## config.mk

```make
export PLATFORM = sky130hd
export DESIGN_NAME = tccu_top
export DESIGN_NICKNAME = d
export VERILOG_FILES = /design/src/logic/tccu_top.v
export VERILOG_INCLUDE_DIRS = /design/src /design/src/inc
export SDC_FILE = /design/constraint.sdc
export NUM_CORES = 1
export LEC_CHECK = 0
export BUFFER_PORTS_ARGS = -buffer_cell sky130_fd_sc_hd__buf_4
export CELL_PAD_IN_SITES_DETAIL_PLACEMENT = 0
export CELL_PAD_IN_SITES_GLOBAL_PLACEMENT = 1
export CORE_UTILIZATION = 46
export DETAILED_ROUTE_END_ITERATION = 16
export PLACE_DENSITY = 0.91
export REMOVE_ABC_BUFFERS = 1
export SETUP_SLACK_MARGIN = 0.1
export SLEW_MARGIN = 0
export SYNTH_ARGS = -nofsm -noshare
export SYNTH_HDL_FRONTEND = slang
export SYNTH_SLANG_ARGS = --single-unit
```

## constraint.sdc

```tcl
create_clock -name CLK -period 2.5 [get_ports CLK]
set_input_delay 0.5 -clock CLK [delete_from_list [all_inputs] [get_ports CLK]]
set_output_delay 0.5 -clock CLK [all_outputs]
set_load 0.01 [all_outputs]
```

## src/inc/tccu_defines.vh

```
// register offsets, field positions and reset values of the timer capture/compare unit
// assumes a wishbone byte address with one register per 32-bit word, all word-aligned except CLRTGL at 8'hef
`ifndef TCCU_DEFINES_VH
`define TCCU_DEFINES_VH
// ----------------------------------------
// register offsets (byte addresses)
// ----------------------------------------
`define TCCU_OFS_FLAGS 8'hc8
`define TCCU_OFS_CLRTGL 8'hef
`define TCCU_OFS_EDGE 8'h00
`define TCCU_OFS_SETEN 8'h04
`define TCCU_OFS_CTRL 8'h08
`define TCCU_OFS_MASK 8'h0c
`define TCCU_OFS_PORT 8'h10
`define TCCU_OFS_TMR_LO 8'h14
`define TCCU_OFS_TMR_HI 8'h18
`define TCCU_OFS_CMP_A 8'h20
`define TCCU_OFS_CMP_B 8'h24
`define TCCU_OFS_CMP_C 8'h28
`define TCCU_OFS_CAP0 8'h30
`define TCCU_OFS_CAP1 8'h34
`define TCCU_OFS_CAP2 8'h38
`define TCCU_OFS_CAP3 8'h3c
// ----------------------------------------
// field positions
// ----------------------------------------
`define TCCU_FLG_WRAP 7
`define TCCU_FLG_CMP_C 6
`define TCCU_FLG_CMP_B 5
`define TCCU_FLG_CMP_A 4
`define TCCU_CTL_WRAP_SEL 7
`define TCCU_CTL_LOW_SEL 6
`define TCCU_CTL_LOW_FLAG 4
`define TCCU_CTL_RUN 0
// ----------------------------------------
// reset values
// ----------------------------------------
`define TCCU_RST_BYTE 8'h00
`define TCCU_RST_WORD 16'h0000
`endif

```

## src/logic/tccu_top.v

```verilog
// timer capture/compare unit: 16-bit free-running timer, four captures, three compares
// assumes a classic wishbone master on CLK, synchronous capture inputs, SRST active high
`include "tccu_defines.vh"
`timescale 1ns/1ns
`default_nettype none
module tccu_top #(
   parameter TW = 16,
   parameter NCAP = 4
)(
   // clock, reset, enable
   input wire CLK,
   input wire SRST,
   input wire CE,
   // wishbone slave
   input wire WB_CYC_I,
   input wire WB_STB_I,
   input wire WB_WE_I,
   input wire [7:0] WB_ADR_I,
   input wire [3:0] WB_SEL_I,
   input wire [31:0] WB_DAT_I,
   output reg [31:0] WB_DAT_O,
   output reg WB_ACK_O,
   // capture inputs
   input wire [NCAP-1:0] CAPTURE_IN,
   // port-4 outputs and interrupt
   output reg [7:0] PORT4_OUT,
   output reg IRQ
);
   // ----------------------------------------
   // registers
   // ----------------------------------------
   reg [7:0] edge_q, seten_q, clrtgl_q, ctrl_q, mask_q, flags_q;
   reg [TW-1:0] timer_q, cmp_a_q, cmp_b_q, cmp_c_q;
   reg [TW-1:0] cap_q [0:NCAP-1];
   reg [NCAP-1:0] cin_q;
   reg eq_a_q, eq_b_q, eq_c_q;
   wire wr = WB_CYC_I & WB_STB_I & WB_WE_I & ~WB_ACK_O & WB_SEL_I[0];
   wire rd_ok = WB_CYC_I & WB_STB_I & ~WB_ACK_O;
   wire [7:0] wd = WB_DAT_I[7:0];
   // ----------------------------------------
   // timer and event detection
   // ----------------------------------------
   wire run = ctrl_q[`TCCU_CTL_RUN];
   wire [TW-1:0] timer_d = timer_q + {{(TW-1){1'b0}}, 1'b1};
   wire low_wrap = run & (timer_q[7:0] == 8'hff);
   wire full_wrap = run & (&timer_q);
   // equality level; an event fires only on the cycle it begins
   wire eq_a = (timer_q == cmp_a_q);
   wire eq_b = (timer_q == cmp_b_q);
   wire eq_c = (timer_q == cmp_c_q);
   wire hit_a = eq_a & ~eq_a_q;
   wire hit_b = eq_b & ~eq_b_q;
   wire hit_c = eq_c & ~eq_c_q;
   wire [NCAP-1:0] cap_hit;
   genvar g;
   generate
      for (g = 0; g < NCAP; g = g + 1)
      begin : g_cap
         wire rise = CAPTURE_IN[g] & ~cin_q[g];
         wire fall = ~CAPTURE_IN[g] & cin_q[g];
         // no enabled edge: neither capture nor flag
         assign cap_hit[g] = (rise & edge_q[2*g]) | (fall & edge_q[2*g+1]);
         always @(posedge CLK)
         begin
            if (SRST)
               cap_q[g] <= `TCCU_RST_WORD;
            else if (CE && cap_hit[g])
               cap_q[g] <= timer_q;
         end
      end
   endgenerate
   // ----------------------------------------
   // port-4 action logic
   // ----------------------------------------
   reg [7:0] port_d;
   always @*
   begin
      port_d = PORT4_OUT;
      // software writes go first so compare actions in the same cycle still land
      if (wr && WB_ADR_I == `TCCU_OFS_PORT)
         port_d = wd;
      if (hit_a)
         port_d[5:0] = port_d[5:0] | seten_q[5:0];
      if (hit_b)
         port_d[5:0] = port_d[5:0] & ~clrtgl_q[5:0];
      if (hit_c)
      begin
         if (clrtgl_q[6])
            port_d[6] = ~seten_q[6];
         if (clrtgl_q[7])
            port_d[7] = ~seten_q[7];
      end
   end
   // ----------------------------------------
   // flags: set wins over write-one-to-clear
   // ----------------------------------------
   wire [7:0] flag_set = {full_wrap, hit_c, hit_b, hit_a, cap_hit};
   wire [7:0] flag_clr = (wr && WB_ADR_I == `TCCU_OFS_FLAGS) ? wd : 8'h00;
   wire low_clr = wr && WB_ADR_I == `TCCU_OFS_CTRL && wd[`TCCU_CTL_LOW_FLAG];
   // full wrap only interrupts when selected; low-byte wrap likewise
   wire [7:0] irq_src = {flags_q[7] & ctrl_q[`TCCU_CTL_WRAP_SEL], flags_q[6:0]};
   wire irq_d = (|(irq_src & mask_q)) |
                (ctrl_q[`TCCU_CTL_LOW_FLAG] & ctrl_q[`TCCU_CTL_LOW_SEL]);
   // ----------------------------------------
   // read mux
   // ----------------------------------------
   reg [7:0] rd_d;
   always @*
   begin
      case (WB_ADR_I)
         `TCCU_OFS_FLAGS: rd_d = flags_q;
         `TCCU_OFS_CLRTGL: rd_d = clrtgl_q;
         `TCCU_OFS_EDGE: rd_d = edge_q;
         `TCCU_OFS_SETEN: rd_d = seten_q;
         `TCCU_OFS_CTRL: rd_d = ctrl_q;
         `TCCU_OFS_MASK: rd_d = mask_q;
         `TCCU_OFS_PORT: rd_d = PORT4_OUT;
         `TCCU_OFS_TMR_LO: rd_d = timer_q[7:0];
         `TCCU_OFS_TMR_HI: rd_d = timer_q[15:8];
         `TCCU_OFS_CMP_A: rd_d = cmp_a_q[7:0];
         `TCCU_OFS_CMP_B: rd_d = cmp_b_q[7:0];
         `TCCU_OFS_CMP_C: rd_d = cmp_c_q[7:0];
         `TCCU_OFS_CAP0: rd_d = cap_q[0][7:0];
         `TCCU_OFS_CAP1: rd_d = cap_q[1][7:0];
         `TCCU_OFS_CAP2: rd_d = cap_q[2][7:0];
         `TCCU_OFS_CAP3: rd_d = cap_q[3][7:0];
         default: rd_d = 8'h00;
      endcase
   end
   // upper bytes of the compare and capture registers sit in data bits 15:8
   reg [7:0] rd_hi;
   always @*
   begin
      case (WB_ADR_I)
         `TCCU_OFS_CMP_A: rd_hi = cmp_a_q[15:8];
         `TCCU_OFS_CMP_B: rd_hi = cmp_b_q[15:8];
         `TCCU_OFS_CMP_C: rd_hi = cmp_c_q[15:8];
         `TCCU_OFS_CAP0: rd_hi = cap_q[0][15:8];
         `TCCU_OFS_CAP1: rd_hi = cap_q[1][15:8];
         `TCCU_OFS_CAP2: rd_hi = cap_q[2][15:8];
         `TCCU_OFS_CAP3: rd_hi = cap_q[3][15:8];
         default: rd_hi = 8'h00;
      endcase
   end

   // ----------------------------------------
   // write strobes
   // ----------------------------------------
   // byte lane 1 only matters for the 16-bit compare registers
   wire wr_hi = WB_CYC_I & WB_STB_I & WB_WE_I & ~WB_ACK_O & WB_SEL_I[1];
   wire wr_edge = wr && (WB_ADR_I == `TCCU_OFS_EDGE);
   wire wr_seten = wr && (WB_ADR_I == `TCCU_OFS_SETEN);
   wire wr_clrtgl = wr && (WB_ADR_I == `TCCU_OFS_CLRTGL);
   wire wr_mask = wr && (WB_ADR_I == `TCCU_OFS_MASK);
   wire wr_ctrl = wr && (WB_ADR_I == `TCCU_OFS_CTRL);
   wire sel_a = (WB_ADR_I == `TCCU_OFS_CMP_A);
   wire sel_b = (WB_ADR_I == `TCCU_OFS_CMP_B);
   wire sel_c = (WB_ADR_I == `TCCU_OFS_CMP_C);

   // ----------------------------------------
   // configuration registers
   // ----------------------------------------
   // edge enables: even bit rising, odd bit falling
   always @(posedge CLK)
   begin
      if (SRST)
         edge_q <= `TCCU_RST_BYTE;
      else if (CE && wr_edge)
         edge_q <= wd;
   end

   // set enables for bits 0-5, toggle result for bits 6,7
   always @(posedge CLK)
   begin
      if (SRST)
         seten_q <= `TCCU_RST_BYTE;
      else if (CE && wr_seten)
         seten_q <= wd;
   end

   // clear enables for bits 0-5, toggle enables for bits 6,7
   always @(posedge CLK)
   begin
      if (SRST)
         clrtgl_q <= `TCCU_RST_BYTE;
      else if (CE && wr_clrtgl)
         clrtgl_q <= wd;
   end

   // mask gates the flag bits onto the interrupt line
   always @(posedge CLK)
   begin
      if (SRST)
         mask_q <= `TCCU_RST_BYTE;
      else if (CE && wr_mask)
         mask_q <= wd;
   end

   // ----------------------------------------
   // control and low-byte wrap flag
   // ----------------------------------------
   // the low-byte flag is write-one-to-clear, so it keeps its own term
   always @(posedge CLK)
   begin
      if (SRST)
         ctrl_q <= `TCCU_RST_BYTE;
      else if (CE)
      begin
         if (wr_ctrl)
         begin
            ctrl_q[7:5] <= wd[7:5];
            ctrl_q[3:0] <= wd[3:0];
         end
         // hardware set wins over a clear in the same cycle
         ctrl_q[`TCCU_CTL_LOW_FLAG] <= low_wrap |
            (ctrl_q[`TCCU_CTL_LOW_FLAG] & ~low_clr);
      end
   end

   // ----------------------------------------
   // event flags
   // ----------------------------------------
   // set wins over write-one-to-clear, so no event is ever lost
   always @(posedge CLK)
   begin
      if (SRST)
         flags_q <= `TCCU_RST_BYTE;
      else if (CE)
         flags_q <= (flags_q & ~flag_clr) | flag_set;
   end

   // ----------------------------------------
   // timer
   // ----------------------------------------
   // not loadable by software; only reset restarts it from zero
   always @(posedge CLK)
   begin
      if (SRST)
         timer_q <= `TCCU_RST_WORD;
      else if (CE && run)
         timer_q <= timer_d;
   end

   // ----------------------------------------
   // compare registers
   // ----------------------------------------
   // a half-written value can match early; write both lanes at once
   always @(posedge CLK)
   begin
      if (SRST)
         cmp_a_q <= `TCCU_RST_WORD;
      else if (CE)
      begin
         if (wr && sel_a)
            cmp_a_q[7:0] <= wd;
         if (wr_hi && sel_a)
            cmp_a_q[15:8] <= WB_DAT_I[15:8];
      end
   end

   always @(posedge CLK)
   begin
      if (SRST)
         cmp_b_q <= `TCCU_RST_WORD;
      else if (CE)
      begin
         if (wr && sel_b)
            cmp_b_q[7:0] <= wd;
         if (wr_hi && sel_b)
            cmp_b_q[15:8] <= WB_DAT_I[15:8];
      end
   end

   always @(posedge CLK)
   begin
      if (SRST)
         cmp_c_q <= `TCCU_RST_WORD;
      else if (CE)
      begin
         if (wr && sel_c)
            cmp_c_q[7:0] <= wd;
         if (wr_hi && sel_c)
            cmp_c_q[15:8] <= WB_DAT_I[15:8];
      end
   end

   // ----------------------------------------
   // edge and equality history
   // ----------------------------------------
   // equality taken as present after reset, so zero matches only after a wrap
   // capture history resets to the idle low level, so no false edge follows
   always @(posedge CLK)
   begin
      if (SRST)
      begin
         cin_q <= {NCAP{1'b0}};
         eq_a_q <= 1'b1;
         eq_b_q <= 1'b1;
         eq_c_q <= 1'b1;
      end
      else if (CE)
      begin
         cin_q <= CAPTURE_IN;
         eq_a_q <= eq_a;
         eq_b_q <= eq_b;
         eq_c_q <= eq_c;
      end
   end

   // ----------------------------------------
   // registered outputs
   // ----------------------------------------
   always @(posedge CLK)
   begin
      if (SRST)
         PORT4_OUT <= `TCCU_RST_BYTE;
      else if (CE)
         PORT4_OUT <= port_d;
   end

   // one cycle behind the flags; software must allow for it
   always @(posedge CLK)
   begin
      if (SRST)
         IRQ <= 1'b0;
      else if (CE)
         IRQ <= irq_d;
   end

   // fixed one-cycle answer; the ack-low term keeps a request from repeating
   always @(posedge CLK)
   begin
      if (SRST)
      begin
         WB_ACK_O <= 1'b0;
         WB_DAT_O <= 32'h00000000;
      end
      else if (CE)
      begin
         WB_ACK_O <= rd_ok;
         WB_DAT_O <= {16'h0000, rd_hi, rd_d};
      end
   end

endmodule
`default_nettype wire

```

== Yosys cells after proc, flatten, opt, wreduce, memory -nomap -nowiden ==
Memories as Yosys holds them, arrays and structs flattened.
Index checks and enable logic that the tools add are counted.
Storage, ports and cells
  input port bits: 54
  memories kept: 1
  register bits after elaboration: 145
  RAM bits: 64
  bits in read-only memories: 0
  bits in latches: 0
Memories
  cap_q: words 4, width 16, read ports 4, clocked after Yosys merged registers in 0, wr ports 4, RTL line tccu_top.v:34  | reg [TW-1:0] cap_q [0:NCAP-1];
Operators by class
  bitwise gates (word level): 62
  divide/modulo/power cells: 0
  equal/unequal tests: 19
  $mul: 0
  mux-type cells: 27
  shift-type cells: 0
  reductions and logical operators: 33
  add/subtract/negate cells: 1
  magnitude comparators: 0
Operators by type and width (number)
  8-bit one-hot mux with 16 select lines: 1
  16-bit two-way mux: 4
  8-bit by 6-bit equality test with 1-bit output (second input constant): 7
  8-bit one-hot mux with 7 select lines: 1
  16-bit equality test: 3
  1-bit bitwise AND: 30
  8-bit by 5-bit equality test with 1-bit output (second input constant): 3
  8-bit equality test (second input constant): 3
  1-bit logical AND: 23
  16-bit by 1-bit adder with 16-bit output (second input constant): 1
  8-bit bitwise AND: 2
  8-bit by 4-bit equality test with 1-bit output (second input constant): 2
  1-bit two-way mux: 16
  8-bit two-way mux: 2
  16-bit AND reduction: 1
  1-bit NOT: 15
  2-bit AND reduction: 7
  6-bit two-way mux: 2
  1-bit bitwise OR: 10
  8-bit by 3-bit equality test with 1-bit output (second input constant): 1
  8-bit zero test: 1
  8-bit NOT: 1
  8-bit bitwise OR: 1
  8-bit OR reduction: 1
  other kinds (4): 4

== Logic depth before layout (Yosys ltp) ==
Gate-level depths: netlist (run 1).
  depth in word-level cells: 10
  depth in mapped cells: 8
  mapped depth without buffers: 6

== Worst setup path before layout (run 1) ==
Ideal clock, no wire load.
  kind: input -> register
  from: input WB_ADR_I[2]
  to: register ctrl_q[2]
  setup time: 0.128 ns
  data required time: 2.372 ns
  arrival: 2.014 ns
  path slack: 0.358 ns
  stages on the path: 6
  path through: clkbuf_2 -> or4b_1 -> clkbuf_1 -> nor4_4 -> mux2i_1 -> nor2_1
On the way
  longest elaborated chain between the ends: 3
Ends and longest elaborated chain
  start, declared: RTL line tccu_top.v:18  | input wire [7:0] WB_ADR_I,
  8-bit by 4-bit equality test with 1-bit output
  1-bit logical AND: RTL line tccu_top.v:155  | wire wr_ctrl = wr && (WB_ADR_I == `TCCU_OFS_CTRL);
  2-bit AND reduction (no line)
  end signal, assigned: RTL line tccu_top.v:206  | ctrl_q <= `TCCU_RST_BYTE;
  end signal, assigned: RTL line tccu_top.v:212  | ctrl_q[3:0] <= wd[3:0];
  end signal, assigned by index: RTL line tccu_top.v:215  | ctrl_q[`TCCU_CTL_LOW_FLAG] <= low_wrap |
  end, declared: RTL line tccu_top.v:32  | reg [7:0] edge_q, seten_q, clrtgl_q, ctrl_q, mask_q, flags_q;
Every way passes these cells.
A chain may end at the register's enable or synchronous reset.

== Worst setup path after layout (run 1) ==
  from: register timer_q[3]
  to: register timer_q[14]
On the way
  longest elaborated chain between the ends: 1
Ends and longest elaborated chain
  start, declared: RTL line tccu_top.v:33  | reg [TW-1:0] timer_q, cmp_a_q, cmp_b_q, cmp_c_q;
  start signal, assigned: RTL line tccu_top.v:239  | timer_q <= `TCCU_RST_WORD;
  start signal, assigned: RTL line tccu_top.v:241  | timer_q <= timer_d;
  16-bit by 1-bit adder with 16-bit output: RTL line tccu_top.v:44  | wire [TW-1:0] timer_d = timer_q + {{(TW-1){1'b0}}, 1'b1};
Every way passes these cells.

==> out/qor.txt, run 1 <==
Fin cells -> 1456
FF+latch count, synth -> 209
Final net count -> 1209
Setup CP Type -> reg2reg
VDD IR max -> 0.417 mV
Post-synth EDFFs -> 64
# IOs -> 96
Number of global-route vias before repair -> 8355
Total grt overflow -> 0
Crit path DAT -> 2.60 ns
Detailed placement HPWL -> 24.2 mm
Die Y-Extent -> 154 µm
Measured slew at the worst slew-check pin -> 0.724 ns
Layout Skew -> 0.0187 ns
Antenna fix cells -> 0
Critical path peak fanout -> 13
Final Hold Viols -> 0
Worst hold path type -> in2reg
Routed len/inst -> 23.5 µm
Seq/Total Area, Yosys -> 45.2%
Max Fclk -> 452 MHz
Final hold slack -> 0.233 ns
Die area -> 0.0238 mm²
Synth Cell Area -> 0.0107 mm²
Final WL -> 34.3 mm
# DRC -> 0
Core Region -> 0.0227 mm²
Final Max Tran Viols -> 0
# setup viols final -> 0
1st-pass router iterations -> 6
Min Clock Period, post-route -> 2.21 ns
CTS H-Tree Depth -> 1
Final Cycle Share -> 88.6%
Area Overhead vs Synth -> 16.2%
Crit start category -> flip-flop
Number of clock sinks -> 209
Die width -> 154 µm
Initial antenna violation count -> 1
Outcome -> completed
Most common cell after layout, fill and taps aside -> dfxtp_1
Crit. End Element -> flip-flop
Vias per std cell -> 6.10
Initial Util -> 47.0%
Clk Latency, worst-skew pair -> 0.52 ns
Rows -> 55
Async S/R FF share, synth -> 0%
Rel. slew slack -> 51.7%
Static Leak -> 4.49 nW
RePlAce Congestion -> 0.988
Mean Syn Cell Area -> 9.87 µm²
# placed instances -> 1414
Yosys cell types -> 71
Final ANT Viol Nets -> 0
Via count -> 8880
Root buffer cell -> clkbuf_16
Predominant post-synthesis flop cell -> dfxtp_1
Number of port buffers -> 61
Postcts setup bufs -> 0
Clk buf depth -> 3
Max Cap Violations -> 0
Synth warnings -> 0
CTS Buf Count -> 23
Power per cell area -> 588 mW/mm²
Most frequent cells in the layout -> dfxtp_1, buf_4, nor2_1, mux2i_1, nand2_1
Global-route wire length before repair -> 51.2 mm
CTS tree -> done
DRT iter0 DRCs -> 1038
Clock slew at reported path FFs -> 0.06 ns
Post-Synthesis Cells -> 1081
Final Util -> 54.6%
Largest net degree at the start of global routing -> 138
Setup repair after global routing missed its margin -> no
Worst EP required -> 2.89 ns
Global Route Usage Sum -> 28.5%
Share of cells above drive strength 1 -> 19.5%
[through the flow]
step | area (µm²) | TNS, ns | power (mW) | worst slack, ns
floorplan | 10300 | -3.63 | 3.78 | -0.443
global placement | 11700 | 0 | 4.08 | 0.0764
finish | 12400 | 0 | 7.29 | 0.285
CTS | 12400 | 0 | 7.29 | 0.203
detailed placement | 11700 | 0 | 4.09 | 0.0397
global route | 12400 | 0 | 7.45 | 0.176
[metal layers]
metal	GRT usage, %	part of all wire (%)	up-vias
met5	0	0.035	-
met4	10.5	3.5	2
met3	7.73	12	90
met2	44.9	45	521
met1	37.5	40	4260
li1	-	-	4007
[path summary, 6_finish.rpt]
path / end / depth (start not counted) / slack [ns] / startpoint
setup / recovery: timer_q[14]$_SDFFE_PP0P_ / 5 / 0.29 / timer_q[3]$_SDFFE_PP0P_
hold / removal: cmp_a_q[11]$_SDFFE_PP0P_ / 3 / 0.23 / WB_DAT_I[11]
setup reg to reg: timer_q[14]$_SDFFE_PP0P_ / 5 / 0.29 / timer_q[3]$_SDFFE_PP0P_
hold reg to reg: WB_DAT_O[10]$_SDFFE_PP0P_ / 2 / 0.47 / WB_DAT_O[10]$_SDFFE_PP0P_
[cell usage after synthesis (6+ instances only)]
library cell / instances / area (µm²)
dfxtp_1: 145 / 2900
nor2_1: 126 / 473
mux2i_1: 105 / 1050
nand2_1: 77 / 289
and2_1: 68 / 425
edfxtp_1: 64 / 1920
clkbuf_1: 51 / 191
nand3_1: 38 / 190
xnor2_1: 38 / 333
a22oi_1: 30 / 225
mux2_2: 26 / 293
xor2_1: 24 / 210
buf_2: 23 / 115
o21ai_0: 21 / 105
a21oi_1: 18 / 90.1
nand4_1: 18 / 113
buf_4: 16 / 120
nor3_1: 12 / 60.1
a31oi_1: 11 / 68.8
inv_1: 10 / 37.5
nor4_1: 10 / 62.6
o22ai_1: 10 / 62.6
a221oi_1: 8 / 70.1
a32oi_1: 8 / 70.1
nor2b_1: 8 / 50.1
nor2_4: 7 / 78.8
o32ai_1: 7 / 61.3
buf_1: 6 / 22.5
mux4_2: 6 / 135
nor3b_1: 6 / 45.0
[sequential cells by signal (all words and copies together), names as in the netlist]
signal and flops:
eq_c_q 1, eq_a_q 1, WB_DAT_O 16, seten_q 8, cmp_c_q 16, IRQ 1, eq_b_q 1, cin_q 4
ctrl_q 8, cmp_b_q 16, WB_ACK_O 1, PORT4_OUT 8, cmp_a_q 16, edge_q 8, timer_q 16, cap_q 64
mask_q 8, flags_q 8, clrtgl_q 8
[critical path: stages, from the launching register on]
cell     delay [ns]
dfxtp_1        0.74
nand4_1        0.31
nor3_1         0.62
nand4_1        0.19
xor2_1         0.16
nor2_1         0.05
[final cells by class]
| cell class | instances | area [µm²] |
|---|---|---|
| Timing Repair Buffer | 131 | 1030 |
| Inverter | 10 | 37.5 |
| Clock inverter | 8 | 53.8 |
| Fill cell | 2014 | 10300 |
| Multi-Input combinational cell | 779 | 5430 |
| Sequential cell | 209 | 4820 |
| Tap cell | 285 | 357 |
| Clock buffer | 34 | 667 |
[power by group]
group	total (mW)	switching, mW	internal, mW
combinational	0.473	0.318	0.155
sequential	3.56	0.0192	3.54
clock	3.26	1.40	1.86
total	7.29	1.74	5.55
[cell families (layout without fill, tap and decap cells)]
kind of cell	count (synthesis)	in the layout	share of synthesized area (%)
and+or+nand+nor	416	416	21.2
muxes	137	137	13.9
adders and majority gates	1	1	0.117
other	1	16	0.0351
AOI/OAI and AO/OA	147	147	9.75
buffers and inverters	108	183	4.71
xor gates and xnor gates	62	62	5.09
DFF	209	209	45.2
[what timing repair did]
item / CTS / global route
resized for setup: 0 / 1
hold buffers: 0 / 0
endpoints found under the setup margin: 0 / 2
Power figures use the tool's default switching activity.
==> run 2: changes to the inputs <==
--- a/config.mk
+++ b/config.mk
@@ -11,7 +11,7 @@
 export CELL_PAD_IN_SITES_GLOBAL_PLACEMENT = 1
 export CORE_UTILIZATION = 46
 export DETAILED_ROUTE_END_ITERATION = 16
-export PLACE_DENSITY = 0.91
+export PLACE_DENSITY = 0.88
 export REMOVE_ABC_BUFFERS = 1
 export SETUP_SLACK_MARGIN = 0.1
 export SLEW_MARGIN = 0
==> out/qor.txt, run 2 (synthesized netlist as in run 1, its figures left out) <==
Placed Instance Area -> 0.0117 mm² (+0.38%)
Detailed placement HPWL -> 24.5 mm (+1.1%)
Post-CTS Hold Buffers -> 0 (unchanged)
Measured slew at the worst slew-check pin -> 0.661 ns (-0.0629 ns)
Routed len/inst -> 24.1 µm (+2.2%)
Final Cycle Share -> 84.4% (-4.2 points)
Crit start category -> flip-flop
Number of port buffers -> 61 (unchanged)
Initial Util -> 47.0% (unchanged)
Clock slew at reported path FFs -> 0.06 ns (about the same)
Switch share -> 23.7% (-0.20 points)
Psw -> 1.74 mW (about the same)
Initial antenna violation count -> 0 (-1)
Logic pwr share -> 6.6% (about the same)
Layout Skew -> 0.0112 ns (-0.00753 ns)
Global-route wire length before repair -> 52.1 mm (+1.8%)
Area Overhead vs Synth -> 16.6%
Reg power frac -> 48.4% (-0.4 points)
Setup CP Type -> reg2reg
Via count -> 8956 (+0.86%)
Hold wc startpoint -> WB_DAT_I[10]
DRT iter0 DRCs -> 915 (-12%)
Final net count -> 1214 (+0.41%)
Final Hold Viols -> 0 (unchanged)
Total grt overflow -> 0 (unchanged)
Final WL -> 35.1 mm (+2.5%)
Min Clock Period, post-route -> 2.11 ns (-0.105 ns)
Rows -> 55 (unchanged)
Max Fclk -> 474 MHz (+5.0%)
Worst hold path type -> in2reg
TNS Setup -> 0 ns (unchanged)
Postcts setup bufs -> 0 (unchanged)
Outcome -> completed
Power per cell area -> 590 mW/mm² (+0.45%)
CTS H-Tree Depth -> 1 (unchanged)
Design area -> 0.0124 mm² (+0.34%)
Largest net degree at the start of global routing -> 138 (unchanged)
Crit path DAT -> 2.53 ns (-0.07 ns)
Core Region -> 0.0227 mm² (unchanged)
Critical path peak fanout -> 11 (-2)
# setup viols final -> 0 (unchanged)
Setup crit start -> timer_q[5]$_SDFFE_PP0P_
Worst EP required -> 2.92 ns (+0.03 ns)
# IOs -> 96 (unchanged)
Global Route Usage Sum -> 29.3% (+0.82 points)
CTS Buf Count -> 23 (unchanged)
Rel. slew slack -> 55.9% (+4.2 points)
Final Util -> 54.8% (+0.19 points)
Final ANT Viol Nets -> 0 (unchanged)
Root buffer cell -> clkbuf_16
RePlAce Congestion -> 0.998 (+1.0%)
Die Y-Extent -> 154 µm (unchanged)
Share of cells above drive strength 1 -> 19.8% (+0.36 points)
Clock power share -> 45.0% (+0.3 points)
# DRC -> 0 (unchanged)
Number of global-route vias before repair -> 8413 (+0.69%)
Worst r2r src -> timer_q[5]$_SDFFE_PP0P_
Final hold slack -> 0.237 ns (+0.00346 ns)
Die area -> 0.0238 mm² (unchanged)
Clk Latency, worst-skew pair -> 0.52 ns (about the same)
Clk buf depth -> 3 (unchanged)
Static Leak -> 4.52 nW (+0.75%)
Max reg flops -> 64 (unchanged)
Post-CTS sizing -> 0 (unchanged)
Die width -> 154 µm (unchanged)
Final Max Tran Viols -> 0 (unchanged)
Vias per std cell -> 6.13 (+0.58%)
Setup repair after global routing missed its margin -> no
Most frequent cells in the layout -> dfxtp_1, buf_4, nor2_1, mux2i_1, nand2_1
Antenna fix cells -> 0 (unchanged)
Max Cap Violations -> 0 (unchanged)
Number of clock sinks -> 209 (unchanged)
Fill cell count -> 2030 (+0.79%)
VDD IR max -> 0.372 mV (-11%)
Crit. End Element -> flip-flop
Biggest register -> cap_q
CTS tree -> done
P_int -> 5.61 mW (+1.1%)
1st-pass router iterations -> 5 (-1)
Most common cell after layout, fill and taps aside -> dfxtp_1
## run 2: per-layer routing
layer,GRT usage [%],routed length [µm],vias to the layer above
li1,-,-,4006
met2,47.7,16100,534
met3,5.13,3630,74
met1,39.5,14300,4342
met4,9.81,1030,0
met5,0,0,-
## run 2: worst max-delay path, stage by stage (launching register included)
cell	delay (ns)
dfxtp_1	0.63
xnor2_1	0.23
nand4_1	0.18
nor4_1	0.33
buf_4	0.26
a31oi_1	0.10
o32ai_1	0.27
## run 2: final cells by class
cell class              count  area, µm²  share of cell area (%)
inverters                  10       37.5                   0.302
multi-input cells         779       5430                    43.6
clock buffers              28        637                    5.12
well taps                 285        357                    2.87
flip-flops and latches    209       4820                    38.8
clock inverters            13       88.8                   0.714
repair buffers            136       1070                    8.61
## run 2: power by group through the flow
stage	logic, mW	registers (mW)	clock network, mW
floorplan	0.156	3.62	0
global placement	0.465	3.63	0
detailed placement	0.469	3.63	0
CTS	0.470	3.56	3.33
global route	0.501	3.56	3.46
finish	0.484	3.55	3.31
## run 2: per-stage QoR
step                      std cells  power [mW]  worst slack, ns
after floorplan                 998        3.78           -0.443
after global routing           1460        7.52            0.266
final                          1460        7.35            0.391
after global placement         1419        4.09            0.155
after detailed placement       1419        4.10            0.121
after CTS                      1460        7.35            0.468
## run 2: path summary, 6_finish.rpt
| kind | endpoint | slack [ns] | cells after the start |
|---|---|---|---|
| hold reg to reg | WB_DAT_O[8]$_SDFFE_PP0P_ | 0.47 | 2 |
| setup / recovery | PORT4_OUT[4]$_SDFFE_PP0P_ | 0.39 | 6 |
| hold / removal | cmp_b_q[10]$_SDFFE_PP0P_ | 0.24 | 3 |
| setup reg to reg | PORT4_OUT[4]$_SDFFE_PP0P_ | 0.39 | 6 |
